`src/rtl/osc_trim_params.svh`:
```
// Offsets, reset values, the config write mask, the trim limit and timing figures for the
// oscillator trim, spread sweep and supply monitor block.
// Assumes the includer compiles it once; guard below.
`ifndef OSC_TRIM_PARAMS_SVH
`define OSC_TRIM_PARAMS_SVH

`define ADDR_W              16
`define OFS_REGULATOR_TRIM  16'ha000
`define OFS_OSC_COARSE_TRIM 16'ha001
`define OFS_OSC_FINE_TRIM   16'ha002
`define OFS_SUPPLY_MON_CFG  16'ha010
`define OFS_IRQ_STATUS      16'ha018
`define OFS_IRQ_MASK        16'ha019

`define RST_REGULATOR_TRIM  8'hff
`define RST_OSC_COARSE_TRIM 8'h02
`define RST_OSC_FINE_TRIM   8'h8e
`define RST_SUPPLY_MON_CFG  8'h80
`define RST_IRQ_MASK        2'h0

`define CFG_WR_MASK         8'hf8
`define TRIM_MAX            10'h0ff
`define FILTER_TIME_NS      30000
`define CLK_PERIOD_NS       40
`endif

```
`src/rtl/osc_trim_pkg.sv`:
```
// Types for the oscillator trim and supply monitor block.
// Assumes the constants header is included by the design file.
package osc_trim_pkg;

	typedef enum logic [1:0] {
		dev_4,
		dev_8,
		dev_16,
		dev_32
	} amp_code_t;

	typedef struct packed {
		logic [3:0] spread_step_interval;
		amp_code_t  spread_amplitude_code;
		logic [1:0] coarse_range_sel;
	} coarse_ctl_t;

	typedef struct packed {
		logic lv_detect_on;
		logic lv_reset_on;
		logic lv_irq_on;
		logic lv_filter_on;
		logic reset_pin_filter_on;
		logic [1:0] unused;
		logic lv_irq_flag;
	} lv_config_t;

	typedef struct packed {
		logic [15:0] addr;
		logic [7:0]  wdata;
		logic        wr;
		logic        rd;
	} bus_req_t;

	typedef struct packed {
		logic [7:0] main_regulator_trim;
		logic [1:0] coarse_range_sel;
		logic [7:0] effective_fine_trim;
	} analog_out_t;

endpackage

```
`src/rtl/osc_trim_spread_and_supply_monitor.sv`:
```
// Register block for regulator trim, oscillator trims with spread sweep,
// and the supply low-voltage monitor with filters and interrupt.
// Assumes clk_sys is the fast internal oscillator and rst the system reset;
// the analog comparator and reset pin arrive synchronous to clk_sys.
//
// Design decision made here: the plain strobed port.
`timescale 1ns/1ps
`include "osc_trim_params.svh"

// Contract
// RL1: Regulator trim is 8 bits, driven straight to the analog trim input.
// RL2: Step interval zero disables spread; fine trim passes unchanged.
// RL3: Amplitude code selects deviation of 4, 8, 16 or 32 steps.
// RL4: With spread on, output is fine trim plus a swept offset.
// RL5: Offset updates every interval cycles; sweep lasts 4*interval*(2*dev+1). Code sweeps in 4*interval*dev cycles.
// RL6: Effective fine trim saturates at 0 and 255.
// RL7: Every reset returns oscillator trims to their defaults.
// RL8: Coarse range select in bits 1..0 picks one of four ranges.
// RL9: Software calibrates at range 01 by binary search of fine trim.
// RL10: Detect enable powers comparator; no event while it is clear.
// RL11: Reset enable lets a detection cause a system reset.
// RL12: Interrupt enable lets a detection raise the CPU interrupt.
// RL13: Detector filter rejects pulses shorter than about 30 us.
// RL14: Reset pin filter rejects glitches shorter than about 30 us.
// RL15: Detection sets a sticky flag; software clears it by writing one.
// RL16: Oscillator runs except in stop mode, gated glitch free.
// RL17: After reset the fast oscillator is the system clock source.
// RL18: Sweep is a triangle counter stepping once per interval.
module osc_trim_spread_and_supply_monitor
	import osc_trim_pkg::*;
#(
	parameter int FILTER_CYCLES = (`FILTER_TIME_NS + `CLK_PERIOD_NS - 1) / `CLK_PERIOD_NS
) (
	input  wire logic              clk_sys,
	input  wire logic              rst,
	input  wire bus_req_t          bus_req,
	output      logic [7:0]        rdata,
	input  wire logic              supply_low_raw,
	input  wire logic              external_reset_pin_n,
	input  wire logic              stop_mode,
	output      analog_out_t       analog_out,
	output      logic              lv_detect_power,
	output      logic              osc_enable,
	output      logic              sys_clk_sel_fast,
	output      logic              reset_request,
	output      logic              irq
);

	localparam int FW = $clog2(FILTER_CYCLES + 1);
	localparam logic [FW-1:0] FILT_MAX = FW'(FILTER_CYCLES);

	typedef struct packed {
		logic [7:0]        main_regulator_trim;
		coarse_ctl_t       coarse;
		logic [7:0]        fine_trim_value;
		lv_config_t        cfg;
		logic [1:0]        irq_status;   // bit0 detection, bit1 pin reset
		logic [1:0]        irq_mask;
		logic [7:0]        rdata;
		logic [7:0]        eff_trim;
		logic signed [6:0] offset;
		logic              dir_down;
		logic [3:0]        step_cnt;
		logic [FW-1:0]     lv_cnt;
		logic              lv_level;
		logic [FW-1:0]     pin_cnt;
		logic              pin_level;
		logic              rst_req;
	} state_t;

	state_t s;
	state_t next_s;

	logic signed [6:0] dev;
	logic              det_event;
	logic              pin_event;
	logic signed [9:0] sum;
	logic [1:0]        clr_bits;

	// Next state: bus access, sweep, filters and event flags
	always_comb begin
		next_s = s;
		dev = 7'sd4 <<< s.coarse.spread_amplitude_code; // RL3
		clr_bits = 2'h0;
		det_event = 1'b0;
		pin_event = 1'b0;
		sum = 10'sd0;

		// Register writes
		if (bus_req.wr) begin
			unique case (bus_req.addr)
				`OFS_REGULATOR_TRIM:  next_s.main_regulator_trim = bus_req.wdata; // RL1
				`OFS_OSC_COARSE_TRIM: next_s.coarse = coarse_ctl_t'(bus_req.wdata); // RL8
				`OFS_OSC_FINE_TRIM:   next_s.fine_trim_value = bus_req.wdata;
				`OFS_SUPPLY_MON_CFG: begin
					next_s.cfg = lv_config_t'((bus_req.wdata & `CFG_WR_MASK)
						| {7'h00, s.cfg.lv_irq_flag});
					clr_bits[0] = bus_req.wdata[0]; // RL15
				end
				`OFS_IRQ_STATUS:      clr_bits = bus_req.wdata[1:0];
				`OFS_IRQ_MASK:        next_s.irq_mask = bus_req.wdata[1:0];
				default: ;
			endcase
		end

		// Read data stands the cycle after the strobe only
		next_s.rdata = 8'h00;
		if (bus_req.rd) begin
			unique case (bus_req.addr)
				`OFS_REGULATOR_TRIM:  next_s.rdata = s.main_regulator_trim;
				`OFS_OSC_COARSE_TRIM: next_s.rdata = s.coarse;
				`OFS_OSC_FINE_TRIM:   next_s.rdata = s.fine_trim_value;
				`OFS_SUPPLY_MON_CFG:  next_s.rdata = s.cfg;
				`OFS_IRQ_STATUS:      next_s.rdata = {6'h00, s.irq_status};
				`OFS_IRQ_MASK:        next_s.rdata = {6'h00, s.irq_mask};
				default:              next_s.rdata = 8'h00;
			endcase
		end

		// Triangle sweep; interval zero parks the offset at zero
		if (s.coarse.spread_step_interval == 4'h0) begin
			next_s.offset = 7'sd0; // RL2
			next_s.step_cnt = 4'h0;
			next_s.dir_down = 1'b0;
		end else if (s.step_cnt + 4'h1 >= s.coarse.spread_step_interval) begin
			next_s.step_cnt = 4'h0; // RL5
			// Amplitude change mid sweep pulls the offset back in range
			if (s.offset > dev) begin
				next_s.offset = dev;
				next_s.dir_down = 1'b1;
			end else if (s.offset < -dev) begin
				next_s.offset = -dev;
				next_s.dir_down = 1'b0;
			end else if (!s.dir_down) begin
				next_s.offset = s.offset + 7'sd1; // RL18
				if (s.offset + 7'sd1 >= dev) next_s.dir_down = 1'b1;
			end else begin
				next_s.offset = s.offset - 7'sd1; // RL18
				if (s.offset - 7'sd1 <= -dev) next_s.dir_down = 1'b0;
			end
		end else begin
			next_s.step_cnt = s.step_cnt + 4'h1;
		end

		// Offset applied with saturation instead of wrap
		// Interval zero ignores a stale offset so the fixed trim holds at once
		if (s.coarse.spread_step_interval == 4'h0) begin
			sum = $signed({2'b00, s.fine_trim_value}); // RL2
		end else begin
			sum = $signed({2'b00, s.fine_trim_value}) + 10'(s.offset); // RL4
		end
		if (sum < 10'sd0) next_s.eff_trim = 8'h00; // RL6
		else if (sum > $signed(`TRIM_MAX)) next_s.eff_trim = 8'hff; // RL6
		else next_s.eff_trim = sum[7:0];

		// Detector filter: level must hold the full window when enabled
		if (!s.cfg.lv_detect_on) begin
			next_s.lv_cnt = '0; // RL10
			next_s.lv_level = 1'b0;
		end else if (!supply_low_raw) begin
			next_s.lv_cnt = '0;
			next_s.lv_level = 1'b0;
		end else if (!s.cfg.lv_filter_on || s.lv_cnt >= FILT_MAX) begin
			next_s.lv_level = 1'b1; // RL13
		end else begin
			next_s.lv_cnt = s.lv_cnt + FW'(1);
		end
		det_event = next_s.lv_level && !s.lv_level;

		// Reset pin filter, same structure; active low pin
		if (external_reset_pin_n) begin
			next_s.pin_cnt = '0;
			next_s.pin_level = 1'b0;
		end else if (!s.cfg.reset_pin_filter_on || s.pin_cnt >= FILT_MAX) begin
			next_s.pin_level = 1'b1; // RL14
		end else begin
			next_s.pin_cnt = s.pin_cnt + FW'(1);
		end
		pin_event = next_s.pin_level && !s.pin_level;

		// Sticky flags: a new event wins over a same-cycle clear
		next_s.irq_status = (s.irq_status & ~clr_bits) | {pin_event, det_event};
		if (clr_bits[0]) next_s.cfg.lv_irq_flag = 1'b0;
		if (det_event) next_s.cfg.lv_irq_flag = 1'b1; // RL15

		next_s.rst_req = (s.cfg.lv_reset_on && s.lv_level) || s.pin_level; // RL11
	end

	// State register; every trim returns to its default on reset
	always_ff @(posedge clk_sys) begin
		if (rst) begin
			s <= '0;
			s.main_regulator_trim <= `RST_REGULATOR_TRIM; // RL7
			s.coarse <= coarse_ctl_t'(`RST_OSC_COARSE_TRIM); // RL7
			s.fine_trim_value <= `RST_OSC_FINE_TRIM; // RL7
			s.cfg <= lv_config_t'(`RST_SUPPLY_MON_CFG);
			s.eff_trim <= `RST_OSC_FINE_TRIM;
			s.irq_mask <= `RST_IRQ_MASK;
		end else begin
			s <= next_s;
		end
	end

	// Outputs
	assign rdata = s.rdata;
	assign analog_out.main_regulator_trim = s.main_regulator_trim; // RL1
	assign analog_out.coarse_range_sel = s.coarse.coarse_range_sel; // RL8
	assign analog_out.effective_fine_trim = s.eff_trim; // RL4
	assign lv_detect_power = s.cfg.lv_detect_on; // RL10
	// Analog oscillator gates itself cleanly; we only drive a level
	assign osc_enable = !stop_mode; // RL16
	assign sys_clk_sel_fast = 1'b1; // RL17
	assign reset_request = s.rst_req; // RL11
	// Legacy enable routes the flag; mask covers both status bits
	assign irq = (s.cfg.lv_irq_on && s.cfg.lv_irq_flag) // RL12
		|| |(s.irq_status & s.irq_mask);

endmodule

```
`config.mk`:
```
export PLATFORM = sky130hd
export DESIGN_NAME = osc_trim_spread_and_supply_monitor
export DESIGN_NICKNAME = d
export VERILOG_FILES = /design/src/rtl/osc_trim_pkg.sv /design/src/rtl/osc_trim_spread_and_supply_monitor.sv
export VERILOG_INCLUDE_DIRS = /design/src /design/src/rtl
export SDC_FILE = /design/constraint.sdc
export NUM_CORES = 1
export LEC_CHECK = 0
export BUFFER_PORTS_ARGS = -buffer_cell sky130_fd_sc_hd__buf_4
export CAP_MARGIN = 10
export CORE_MARGIN = 3
export CORE_UTILIZATION = 50
export DETAILED_ROUTE_END_ITERATION = 12
export PLACE_DENSITY = 0.81
export SLEW_MARGIN = 15
export SYNTH_ARGS = -nofsm -noshare
export SYNTH_HDL_FRONTEND = slang
export SYNTH_SLANG_ARGS = --single-unit
export TNS_END_PERCENT = 50
```
`constraint.sdc`:
```
create_clock -name clk_sys -period 2.4 [get_ports clk_sys]
set_input_delay 0.36 -clock clk_sys [delete_from_list [all_inputs] [get_ports clk_sys]]
set_output_delay 0.36 -clock clk_sys [all_outputs]
set_load 0.02 [all_outputs]
```
==> flow_summary.json <==
{
  "outcome": "finished, violations left",
  "violations": "negative setup slack",
  "p_leak_nw": 2.55,
  "vdd_drop_max_mv": 0.333,
  "criticalPathCategory": "reg -> reg",
  "synthArstFlopShare_pct": 0,
  "tns_ps": -24.1,
  "grt_busiest_layer": "met2",
  "crit_path_end_kind": "register",
  "die_w_um": 107,
  "setup_ws_ps": -24.1,
  "drt_wl_total_mm": 13.7,
  "worstPathArrival_ps": 2670,
  "globalRouteMet3Util_pct": 4.64,
  "grt_pass1_vias": 4719,
  "grt-ovfl-total": 0,
  "holdBufCountCts": 0,
  "fmax_mhz": 413,
  "antenna_found_initial": 0,
  "place_congestion": 0.923,
  "numCtsBuffers": 9,
  "dpl_cell_area_um2": 5750,
  "fillers": 852,
  "fin_crit_ps": 2420,
  "final-max-slew-violation-count": 0,
  "fin_skew_ps": 15.9,
  "synth_cell_types": 68,
  "ant_nets": 0,
  "crit_cells": 11,
  "slowest_stage": "dfxtp_4",
  "grtUsageMet2_pct": 39.3,
  "critPathLaunchType": "register",
  "ios": 62,
  "dieHeight_um": 107,
  "setup_viol": 1,
  "p_per_area_nw_per_um2": 398,
  "critPathTopFamily": "compound AO/OA/AOI/OAI gates",
  "die_area_um2": 11400,
  "hpwl_mm": 9.93,
  "io_buffers": 60,
  "placeableCoreArea_um2": 9820,
  "yosys-top-cells-area": "dfxtp_1, ha_1, nand3_1, nand2_1, a21oi_1",
  "hold_viol_final": 0,
  "tightest_slew_ps": 974,
  "rsz0062_at_grt": "true",
  "worstPathMaxFanout": 7,
  "grt_pass1_wl_mm": 21.7,
  "synth_top_area_cell": "dfxtp_1",
  "wl_per_cell_um": 16.6,
  "drive_gt1_share_pct": 25.0,
  "area_delta_synth_final_pct": 20.7,
  "synth_common_cells": "dfxtp_1, nand2_1, nand3_1",
  "drt_pre_antenna_iters": 7,
  "slew_headroom_pct": 34.8,
  "hold_depth": 3,
  "p_total_mw": 2.44,
  "critical_path.cell_chain": "nor2_4, inv_2, ha_4, inv_4, ha_4, o21ai_2, a22oi_2, xor2_4, nor3_2, a2111oi_1, nor3_1",
  "dr.first_iter.drc_count": 448,
  "vias": 4883,
  "antennaDiodeCount": 0,
  "hold_path.class": "in -> reg",
  "critPathBufInv": 2,
  "cts_root_buffer": "clkbuf_8",
  "cts_tree": "done",
  "grtUsageTotal_pct": 23.4,
  "final_area_um2": 6140,
  "ys_ff_latch": 85,
  "rr_worst_depth": 11,
  "fin_crit_sh_pct": 101,
  "num_rows": 36,
  "synthesis.nets": 693,
  "h-tree-depth": 3,
  "clock_sinks": 85,
  "synth_most_common_cell": "dfxtp_1",
  "use_met1_pct": 29.8,
  "vias_per_cell": 5.89,
  "fin_nets": 763,
  "synthCells": 622,
  "synth_top_area_share_pct": 33.5,
  "required_ps": 2650,
  "synth_edf_count": 0,
  "remaining_drc_errors": 0,
  "clockBufferDepth": 2,
  "grt_max_degree": 32,
  "clk_latency_ps": 360,
  "critPathMostFrequentCell": "ha_4",
  "start_util_pct": 51.8,
  "clkSlewWorstSetupHoldPaths_ps": 90,
  "synth_seq_area_share_pct": 33.5,
  "yosysWarningCount": 0,
  "synth.avg_cell_area_um2": 8.18,
  "netlist_area_um2": 5090,
  "slowest_delay_ps": 360,
  "max-cap-violations": 0,
  "synth-main-ff-cell": "dfxtp_1"
}
[sequential cells by signal, summed over array words and instances, names as in the netlist]
name,cells
s,57
analog_out,18
lv_detect_power,1
reset_request,1
rdata,8
[layout make-up]
type	count	area, µm²	area share, %
clock buffer	12	145	2.36
clock inverter	3	21.3	0.347
inverter	27	104	1.69
multi-input combinational	457	3140	51.2
sequential	85	1710	27.9
tap	133	166	2.71
timing repair buffer	112	848	13.8
[per-stage QoR]
step / hold slack [ps] / std cells / utilization, % / setup WS [ps]
after floorplan: 422 / 622 / - / 14.0
after global placement: 438 / 808 / 58.5 / 1.45
after detailed placement: 456 / 808 / 58.5 / -112
after CTS: 248 / 824 / 60.8 / 15.9
after global routing: 266 / 829 / 62.5 / -135
final: 268 / 829 / 62.5 / -24.1
[report_power, final]
group,leakage (nW),switching [mW],internal [mW]
logic,1.78,0.0637,0.0482
clock network,0.0828,0.513,0.402
registers,0.690,0.00485,1.41
[layer usage]
layer	vias to the layer above	share of wire, %
met4	0	2.0
li1	2340	-
met2	221	48
met5	-	0
met3	29	6.9
met1	2293	43
[worst min-delay path: stages]
cell     delay, ps
buf_4          130
nand2_1         60
a21oi_1         40
[path summary, 6_finish.rpt]
kind | from | to | slack (ps)
max | s[74]$_SDFFE_PP0P_ | s[31]$_SDFFE_PP0P_ | -20
min | bus_req[0] | rdata[0]$_SDFF_PP0_ | 270
max reg2reg | s[74]$_SDFFE_PP0P_ | s[31]$_SDFFE_PP0P_ | -20
min reg2reg | s[11]$_SDFFE_PP0N_ | s[11]$_SDFFE_PP0N_ | 470
[cell usage in the layout, fill, tap and decap left out, types with 4 or more instances in the layout]
| cell type | instances |
|---|---|
| a22oi_1 | 5 |
| nand3_1 | 55 |
| xnor2_1 | 15 |
| dfxtp_1 | 80 |
| nor2_1 | 44 |
| a222oi_1 | 9 |
| a21oi_1 | 48 |
| nor4_1 | 4 |
| o211ai_1 | 8 |
| ha_1 | 34 |
| a21o_1 | 4 |
| and3_1 | 13 |
| nor3_1 | 10 |
| nand2_1 | 72 |
| nand2b_1 | 4 |
| a311oi_2 | 4 |
| xor2_1 | 14 |
| clkbuf_8 | 10 |
| inv_1 | 23 |
| o21ai_0 | 14 |
| or3_1 | 6 |
| nand4_1 | 10 |
| buf_4 | 110 |
| and2_1 | 5 |
[what timing repair did]
item	4_1_cts	5_1_grt
cloned	0	1
setup endpoints to repair	5	15
setup buffers	1	5
gates resized for setup	13	32
pin swaps	8	17
hold endpoints to repair	0	0
[kinds of logic after synthesis]
group / count (synthesis) / synth area share (%)
AOI/OAI and AO/OA: 130 / 17.7
adders and majority gates: 40 / 9.99
xor gates and xnor gates: 30 / 5.17
other: 1 / 0.0737
and+or+nand+nor: 251 / 24.6
DFF: 85 / 33.5
muxes: 4 / 0.812
buffers and inverters: 81 / 8.24
Note: power is estimated with default switching activity, not from simulation.
